--- config.mk ---
export PLATFORM = sky130hd
export DESIGN_NAME = ccr_regs
export DESIGN_NICKNAME = d
export VERILOG_FILES = /design/src/core/ccr_regs.v /design/src/core/ccr_sync3.v
export VERILOG_INCLUDE_DIRS = /design/src /design/src/core
export SDC_FILE = /design/constraint.sdc
export NUM_CORES = 1
export LEC_CHECK = 0
export BUFFER_PORTS_ARGS = -buffer_cell sky130_fd_sc_hd__buf_2
export CORE_MARGIN = 2
export CORE_UTILIZATION = 40
export DETAILED_ROUTE_END_ITERATION = 16
export PLACE_DENSITY_LB_ADDON = 0.15
export SLEW_MARGIN = 20
export SYNTH_ARGS = -nofsm -noshare
export SYNTH_HDL_FRONTEND = slang
export SYNTH_SLANG_ARGS = --single-unit
export TNS_END_PERCENT = 20
--- constraint.sdc ---
create_clock -name I_CORE_CLK -period 3.4 [get_ports I_CORE_CLK]
set_clock_uncertainty 0.2 [all_clocks]
set_input_delay 0.34 -clock I_CORE_CLK [delete_from_list [all_inputs] [get_ports I_CORE_CLK]]
set_output_delay 0.34 -clock I_CORE_CLK [all_outputs]
set_load 0.02 [all_outputs]
--- src/core/ccr_defs.vh ---
// Purpose: Constants for the charger configuration register bank
// Assumes: Byte-wide registers on a simple write/read port
// Notes:   Defaults of the supply-reset fields are plain choices
`ifndef CCR_DEFS_VH
`define CCR_DEFS_VH

// Register addresses
`define CCR_ADDR_ILIM     8'h0f
`define CCR_ADDR_CTRL_A   8'h10
`define CCR_ADDR_CTRL_B   8'h11
`define CCR_ADDR_TIMER    8'h12
`define CCR_ADDR_STEP_A   8'h13

// Reset values
`define CCR_RST_ILIM      8'h00
`define CCR_RST_CTRL_A    8'h00
`define CCR_RST_CTRL_B    8'h00
`define CCR_RST_TIMER     8'h40
`define CCR_RST_STEP_A    8'h00

// Writable bit masks
`define CCR_MASK_ILIM     8'hff
`define CCR_MASK_FULL     8'hff
`define CCR_MASK_STEP_A   8'h7f

// Field positions
`define CCR_ILIM_HI       2
`define CCR_ILIM_LO       0
`define CCR_EN_BIT        0
`define CCR_FRC_PCHG_BIT  7
`define CCR_PULLDOWN_BIT  7
`define CCR_PRECHARGE_RISE_THRESHOLD_HI      6
`define CCR_PRECHARGE_RISE_THRESHOLD_LO      4
`define CCR_DONE_HI       1
`define CCR_DONE_LO       0
`define CCR_RESTART_BIT   6

// Supply-valid option codes
`define CCR_OPT_BOTH      2'h0
`define CCR_OPT_RISE      2'h1
`define CCR_OPT_FALL      2'h2
`define CCR_OPT_NONE      2'h3

// Code tables: limit in mA, threshold in 10 mV, ratio in percent
`define CCR_ILIM_TABLE    {10'd1000, 10'd450, 10'd400, 10'd300, \
                           10'd200, 10'd150, 10'd90, 10'd50}
`define CCR_VP_BASE       9'd210
`define CCR_VP_STEP       9'd15
`define CCR_DONE_TABLE    {5'd30, 5'd20, 5'd10, 5'd5}

`endif

--- src/core/ccr_regs.v ---
// Purpose: Charger configuration registers and their decoded outputs
// Assumes: Serial control port already turned into byte write/read strobes
// Notes:   Supply edges reload defaults, gated by the supply-valid option
//
// Operation
// - Decode 3-bit input current limit code
// - Supply edges restore field defaults per option
// - Control B bit 7 drives battery pulldown
// - Precharge threshold 2.10 V to 3.15 V
// - Termination current ratio from 2-bit code
// - Auto-restart bit permits recharge from done
`default_nettype none
`include "ccr_defs.vh"
module ccr_regs (
  // Clock and reset
  input  wire       I_CORE_CLK,
  input  wire       I_RSTN,
  // Register port
  input  wire       i_wr_en,
  input  wire       i_rd_en,
  input  wire [7:0] i_addr,
  input  wire [7:0] i_wdata,
  output reg  [7:0] o_rdata,
  output reg        o_rd_valid,
  // Charger supply and option
  input  wire       i_charger_supply_input,
  input  wire [1:0] i_supply_valid_reset_option,
  // Charger state inputs
  input  wire       i_maint_done,
  input  wire       i_vbat_below_recharge,
  // Decoded controls
  output reg  [2:0] o_input_current_limit_sel,
  output reg  [9:0] o_input_limit_ma,
  output reg        o_battery_pulldown_enable,
  output reg  [8:0] o_precharge_rise_10mv,
  output reg  [4:0] o_termination_pct,
  output reg        o_charger_enable,
  output reg        o_force_precharge_current,
  output reg        o_restart_request
);
  reg  [7:0] ilim_q;
  reg  [7:0] ctrl_a_q;
  reg  [7:0] ctrl_b_q;
  reg  [7:0] timer_q;
  reg  [7:0] step_a_q;
  reg        supply_prev_q;
  reg        supply_seen_q;
  wire       supply_lvl;
  reg        supply_reset;
  wire [79:0] ilim_table = `CCR_ILIM_TABLE;
  wire [19:0] done_table = `CCR_DONE_TABLE;
  wire [2:0]  ilim_code;
  wire [2:0]  vp_code;
  wire [1:0]  done_code;

  // Supply pin is asynchronous to the core clock
  ccr_sync3 u_supply_sync (
    .i_clk   (I_CORE_CLK),
    .i_rstn  (I_RSTN),
    .i_async (i_charger_supply_input),
    .o_level (supply_lvl)
  );

  // Edge memory; first sample after reset is not taken as an edge
  always @(posedge I_CORE_CLK or negedge I_RSTN) begin
    if (!I_RSTN) begin
      supply_prev_q <= 1'b0;
      supply_seen_q <= 1'b0;
    end else begin
      supply_prev_q <= supply_lvl;
      supply_seen_q <= 1'b1;
    end
  end

  // Edge qualified by the option code
  always @* begin
    supply_reset = 1'b0;
    if (supply_seen_q) begin
      case (i_supply_valid_reset_option)
        `CCR_OPT_BOTH: supply_reset = supply_lvl ^ supply_prev_q;
        `CCR_OPT_RISE: supply_reset = supply_lvl & ~supply_prev_q;
        `CCR_OPT_FALL: supply_reset = ~supply_lvl & supply_prev_q;
        `CCR_OPT_NONE: supply_reset = 1'b0;
        default:       supply_reset = 1'b0;
      endcase
    end
  end

  // Register storage; the supply reset beats a write in the same cycle
  // so the charger never runs on stale settings after a plug event
  always @(posedge I_CORE_CLK or negedge I_RSTN) begin
    if (!I_RSTN) begin
      ilim_q   <= `CCR_RST_ILIM;
      ctrl_a_q <= `CCR_RST_CTRL_A;
      ctrl_b_q <= `CCR_RST_CTRL_B;
      timer_q  <= `CCR_RST_TIMER;
      step_a_q <= `CCR_RST_STEP_A;
    end else if (supply_reset) begin
      ilim_q   <= `CCR_RST_ILIM;
      ctrl_a_q <= `CCR_RST_CTRL_A;
      ctrl_b_q <= `CCR_RST_CTRL_B;
      timer_q  <= `CCR_RST_TIMER;
      step_a_q <= `CCR_RST_STEP_A;
    end else if (i_wr_en) begin
      case (i_addr)
        `CCR_ADDR_ILIM:   ilim_q   <= i_wdata & `CCR_MASK_ILIM;
        `CCR_ADDR_CTRL_A: ctrl_a_q <= i_wdata & `CCR_MASK_FULL;
        `CCR_ADDR_CTRL_B: ctrl_b_q <= i_wdata & `CCR_MASK_FULL;
        `CCR_ADDR_TIMER:  timer_q  <= i_wdata & `CCR_MASK_FULL;
        `CCR_ADDR_STEP_A: step_a_q <= i_wdata & `CCR_MASK_STEP_A;
        default:          ilim_q   <= ilim_q;
      endcase
    end
  end

  // Read port, one cycle latency; unmapped addresses read zero
  always @(posedge I_CORE_CLK or negedge I_RSTN) begin
    if (!I_RSTN) begin
      o_rdata    <= 8'h00;
      o_rd_valid <= 1'b0;
    end else begin
      o_rd_valid <= i_rd_en;
      if (i_rd_en) begin
        case (i_addr)
          `CCR_ADDR_ILIM:   o_rdata <= ilim_q;
          `CCR_ADDR_CTRL_A: o_rdata <= ctrl_a_q;
          `CCR_ADDR_CTRL_B: o_rdata <= ctrl_b_q;
          `CCR_ADDR_TIMER:  o_rdata <= timer_q;
          `CCR_ADDR_STEP_A: o_rdata <= step_a_q;
          default:          o_rdata <= 8'h00;
        endcase
      end
    end
  end

  assign ilim_code = ilim_q[`CCR_ILIM_HI:`CCR_ILIM_LO];
  assign vp_code   = ctrl_b_q[`CCR_PRECHARGE_RISE_THRESHOLD_HI:`CCR_PRECHARGE_RISE_THRESHOLD_LO];
  assign done_code = ctrl_b_q[`CCR_DONE_HI:`CCR_DONE_LO];

  // Decoded outputs, registered so analog controls see clean levels
  always @(posedge I_CORE_CLK or negedge I_RSTN) begin
    if (!I_RSTN) begin
      o_input_current_limit_sel <= 3'h0;
      o_input_limit_ma          <= 10'h000;
      o_battery_pulldown_enable <= 1'b0;
      o_precharge_rise_10mv     <= 9'h000;
      o_termination_pct         <= 5'h00;
      o_charger_enable          <= 1'b0;
      o_force_precharge_current <= 1'b0;
      o_restart_request         <= 1'b0;
    end else begin
      o_input_current_limit_sel <= ilim_code;
      o_input_limit_ma  <= ilim_table[ilim_code*10 +: 10];
      o_battery_pulldown_enable <= ctrl_b_q[`CCR_PULLDOWN_BIT];
      o_precharge_rise_10mv <= `CCR_VP_BASE
                               + `CCR_VP_STEP * {6'h00, vp_code};
      o_termination_pct <= done_table[done_code*5 +: 5];
      o_charger_enable  <= ctrl_a_q[`CCR_EN_BIT];
      // Force bit is ignored while the charger is off
      o_force_precharge_current <= ctrl_a_q[`CCR_FRC_PCHG_BIT]
                                   & ctrl_a_q[`CCR_EN_BIT];
      // Without auto-restart the charger stays parked in done
      o_restart_request <= timer_q[`CCR_RESTART_BIT] & i_maint_done
                           & i_vbat_below_recharge;
    end
  end
endmodule
`default_nettype wire

--- src/core/ccr_sync3.v ---
// Purpose: Three-stage synchroniser with agreement check
// Assumes: Input is asynchronous to i_clk
// Notes:   Output changes only when stages two and three agree
`default_nettype none
module ccr_sync3 (
  // Clock and reset
  input  wire i_clk,
  input  wire i_rstn,
  // Data
  input  wire i_async,
  output reg  o_level
);
  reg s1_q;
  reg s2_q;
  reg s3_q;

  // Stage one is read only by stage two
  always @(posedge i_clk or negedge i_rstn) begin
    if (!i_rstn) begin
      s1_q    <= 1'b0;
      s2_q    <= 1'b0;
      s3_q    <= 1'b0;
      o_level <= 1'b0;
    end else begin
      s1_q <= i_async;
      s2_q <= s1_q;
      s3_q <= s2_q;
      if (s2_q == s3_q) begin
        o_level <= s3_q;
      end
    end
  end
endmodule
`default_nettype wire

* After elaboration in Yosys (flattened, before gate mapping)
Index checks and enable logic that the tools add are counted.
** Word-level totals
- Flip-flop bits (word level) :: 86
- Input port bits :: 25
- Logic and storage cells :: 74
** Cells by class
- Add/sub/neg operators :: 1
- $mul :: 3
- Eq/ne operators :: 9
- Shift-type cells :: 2
- Multiplexer cells :: 18
- Bitwise gates (word level) :: 8
- Reductions and logical operators :: 12
** Operators with widths (number)
- two-way mux 8 bit :: 15
- indexed part select 80 x 8 -> 10 bit, first input constant :: 1
- case mux 8 bit (5 select lines) :: 1
- == test 8 x 5 -> 1 bit, second input constant :: 4
- indexed part select 20 x 6 -> 5 bit, first input constant :: 1
- nonzero test 2 bit :: 6
- AND reduction 2 bit :: 5
- adder 8 x 7 -> 9 bit, first input constant :: 1
- == test 8 x 4 -> 1 bit, second input constant :: 1
- multiplier 4 x 3 -> 7 bit, first input constant :: 1
- multiplier 3 x 3 -> 6 bit, second input constant :: 1
- bitwise AND 1 bit :: 5
- multiplier 2 x 3 -> 5 bit, second input constant :: 1
- == test 2 bit, second input constant :: 2
- case mux 1 bit (4 select lines) :: 1
- == test 2 x 1 -> 1 bit, second input constant :: 1
- zero test 2 bit :: 1
- NOT 1 bit :: 2
- == test 1 bit :: 1
- two-way mux 1 bit :: 1
- bitwise XOR 1 bit :: 1

* Logic depth before layout (Yosys ltp)
- Depth in word-level cells :: 6
- Mapped depth :: 8
- Depth with buffers taken out :: 7

* By module
A second synthesis with hierarchy kept.
** Second synthesis, totals
- Cell total of the unflattened synthesis :: 309
- Area, all modules :: 3782.4 um^2
** By module, submodules not included
- ccr_regs :: times used 1, cells each 304, area an instance 3671.0 um^2
- ccr_sync3 :: times used 1, cells each 5, area an instance 111.4 um^2

* Worst setup path after synthesis
No wires, ideal clock.
- Path type :: flip-flop to flip-flop
- Start :: reg ctrl_b_q[5]
- End :: reg o_precharge_rise_10mv[6]
- Setup time :: 135 ps
- Arrival time :: 2290 ps
- Data required time :: 3065 ps
- Slack :: 776 ps
- Cell stages (with the launch flop) :: 7
- Clock period less this slack :: 2624 ps
- Cell sequence :: dfrtp_1 -> fa_1 -> ha_1 -> ha_1 -> fa_1 -> a221oi_1 -> xnor2_1
** On the way
- Word-level cells in the longest chain between the ends :: 2
** RTL lines
- start: declaration :: RTL line ccr_regs.v:43 : reg [7:0] ctrl_b_q;
- start signal: assignment :: RTL line ccr_regs.v:95 : ctrl_b_q <= `CCR_RST_CTRL_B;
- start signal: assignment :: RTL line ccr_regs.v:101 : ctrl_b_q <= `CCR_RST_CTRL_B;
- start signal: assignment :: RTL line ccr_regs.v:108 : `CCR_ADDR_CTRL_B: ctrl_b_q <= i_wdata & `CCR_MASK_FULL;
- multiplier 4 x 3 -> 7 bit (no source line)
- adder 8 x 7 -> 9 bit (no source line)
- end signal: assignment :: RTL line ccr_regs.v:155 : o_precharge_rise_10mv <= `CCR_VP_BASE
- end: declaration :: RTL line ccr_regs.v:35 : output reg [8:0] o_precharge_rise_10mv,
No other way between the ends.
A chain may end at the register's enable or synchronous reset.

* Final worst setup path
Ends and elaborated chain as after synthesis.

==> impl_metrics.tcl <==
set metrics [dict create \
    vias_per_cell 4.97 \
    pwr-share-comb_pct 6.2 \
    clk_pin_slew_ns 0.08 \
    synth_area_mm2 0.00375 \
    cts_max_level 3 \
    grt_max_degree 83 \
    drc 0 \
    finalWeightedCongestion 0.841 \
    leakage_nw 2.39 \
    gr-total-overflow 0 \
    p_sw_mw 0.429 \
    grt_first_pass_wirelength_mm 12.4 \
    critPathMaxFanout 8 \
    powerDensity_mw_per_mm2 429 \
    synth_edf_count 0 \
    layout_common_cells "dfrtp_1, buf_2, mux2i_1" \
    row_count 35 \
    setup_ws_ns 0.593 \
    seqPwrFrac_pct 53.4 \
    maxCapViolCount 0 \
    cts_tree "done" \
    p_sw_share_pct 23.0 \
    max_slew.worst_pin.slew_ns 0.762 \
    startpoint_type "flop" \
    wl_mm 7.60 \
    cp_top_family "adder cells" \
    clock-sinks 82 \
    finalCriticalPeriod_ns 2.81 \
    critPathBufInv 0 \
    synth_ff_type "dfrtp_1" \
    cts.path.max_buffers 2 \
    dieArea_mm2 0.0102 \
    crit_required_ns 3.42 \
    hold_viol 0 \
    first_global_vias 2448 \
    fp.coreArea_mm2 0.00915 \
    internal_power_mw 1.44 \
    drive_above_1_share_pct 23.6 \
    finalCritPeriodShare_pct 82.6 \
    worstSkewPairLatency_ns 0.35 \
    dp_hpwl_mm 4.90 \
    path_cells "fa_1 -> ha_1 -> ha_1 -> fa_1 -> a221oi_1 -> xnor2_1" \
    dpl_worst_slack_ns 0.597 \
    critPathSlowestCell "dfrtp_1" \
    grt.total_usage_pct 16.0 \
    avgSynthCellArea_um2 12.2 \
    routedWlPerCell_um 15.7 \
    cpPeakStageDelay_ns 0.53 \
    antenna_left 0 \
    path_class "flop to flop" \
    synthCells 308 \
    clockPowerShare_pct 40.5 \
    die_w_um 101 \
    setup_viol 0 \
    numCtsBuffers 9 \
    die_h_um 101 \
    async_reset_ff_share_pct 100 \
    final_common_cell "dfrtp_1" \
    seq_area_frac_synth_pct 54.7 \
    ys_warn_count 0 \
    yosysTopAreaCell "dfrtp_1" \
    portBuffers 63 \
    root_buffer "clkbuf_8" \
    netlist.area_leader.share_pct 54.0 \
    max-vdd-ir-drop_v 0.000230 \
    final_max_slew_viol_count 0 \
    final_nets 414 \
    rsz0062_at_grt "false" \
    cts_resized 0 \
    start_util_pct 41.0 \
    status "finished, final reports clean" \
    syn2layout_area_growth_pct 16.1 \
    tns_ns 0 \
    netlist_top_cells_area "dfrtp_1, mux2i_1, ha_1, nor2_1, fa_1" \
    syn_nets 354 \
    vias 2404 \
    yosys_register_bits 82 \
    worstPathArrival_ns 2.83 \
    n_antenna_cell 0 \
    antenna_found_initial 0 \
    dr.first_iter.drc_count 81 \
    slew_headroom_pct 49.2 \
    end_kind "flop" \
    ios 65 \
    dr.pass1.iters 4 \
    hold_path.class "primary input to flop" \
    yosysUniqueCellTypes 43 \
    fmax_ghz 0.356 \
]
power groups by stage:
stage | Sequential (mW) | Clock (mW) | Combinational (mW)
after detailed placement | 1.02 | 0 | 0.116
after global routing | 1.00 | 0.832 | 0.130
after CTS | 0.998 | 0.788 | 0.117
after floorplan | 1.02 | 0 | 0.0473
after global placement | 1.02 | 0 | 0.114
final | 0.997 | 0.756 | 0.116
metal layers:
| layer | vias up | GRT usage [%] | share of wire (%) |
|---|---|---|---|
| met5 | - | 0 | 0 |
| met3 | 10 | 3.47 | 3.7 |
| met4 | 0 | 6.53 | 1.4 |
| met1 | 1189 | 22.2 | 48 |
| li1 | 1155 | - | - |
| met2 | 50 | 24.6 | 46 |
synth_stat cells, types with 4 or more instances:
library cell / instances
a221o_1: 7
o21ai_0: 8
fa_1: 4
dfrtp_1: 81
and2_1: 4
ha_1: 17
mux2i_1: 49
nor2b_1: 10
buf_2: 6
clkbuf_1: 5
inv_1: 14
a22o_1: 7
nand2_1: 11
nor2_1: 45
repair_timing:
action | 4_1_cts | 5_1_grt
hold endpoints to repair | 1 | 81
hold buffers | 1 | 1
setup buffers | 0 | 0
logic make-up after synthesis:
family	after synthesis	synth area share, %
AND/OR/NAND/NOR	85	12.3
flip-flops	82	54.7
multiplexers	50	13.4
AO/OA/AOI/OAI	32	6.50
buffers and inverters	32	4.14
adder cells (fa/ha/maj)	22	8.07
XOR/XNOR	3	0.701
other	2	0.200
worst register-to-register path, delay by kind of cell (launching register included):
kind	cells	cell delay [ns]
fa+ha+maj	4	1.45
xor+xnor	1	0.14
flops	1	0.53
compound gates	1	0.38
registers in the layout, summed over array words and instances (netlist names), 2 cells and up:
signal and cells:
timer_q 8, step_a_q 7, ctrl_a_q 8, o_termination_pct 4
o_input_current_limit_sel 2, ilim_q 8, ctrl_b_q 8, o_input_limit_ma 9
o_rdata 8, o_precharge_rise_10mv 9
per-stage QoR:
step	cell area [um^2]	utilization (%)	std cells	hold WS (ns)	total power, mW
final	4360	47.6	484	0.0337	1.87
after global routing	4360	47.6	484	0.0209	1.96
after CTS	4340	47.4	483	0.00472	1.90
after detailed placement	4120	45.0	466	0.137	1.13
after global placement	4120	45.0	466	0.133	1.13
after floorplan	3750	-	308	-0.156	1.07
final cells by class:
type                       count  area, um^2
tap                          111         139
inverter                      14        52.6
timing repair buffer          67         357
multi-input combinational    194        1540
fill                         831        4800
clock inverter                 5        80.1
clock buffer                  11         131
sequential                    82        2050
path summary, 6_finish.rpt:
check | from | endpoint | slack (ns) | cells after the start
setup / recovery | ctrl_b_q[5] | o_precharge_rise_10mv[6] | 0.59 | 6
hold / removal | i_maint_done | o_restart_request | 0.03 | 2
setup reg to reg | ctrl_b_q[5] | o_precharge_rise_10mv[6] | 0.59 | 6
hold reg to reg | u_supply_sync.s1_q | u_supply_sync.s2_q | 0.15 | 0
max in group asynchronous | I_RSTN | ctrl_a_q[2] | 2.07 | 2
min in group asynchronous | I_RSTN | o_rdata[7] | 0.38 | 2
Note: power is estimated with default switching activity, not from simulation.
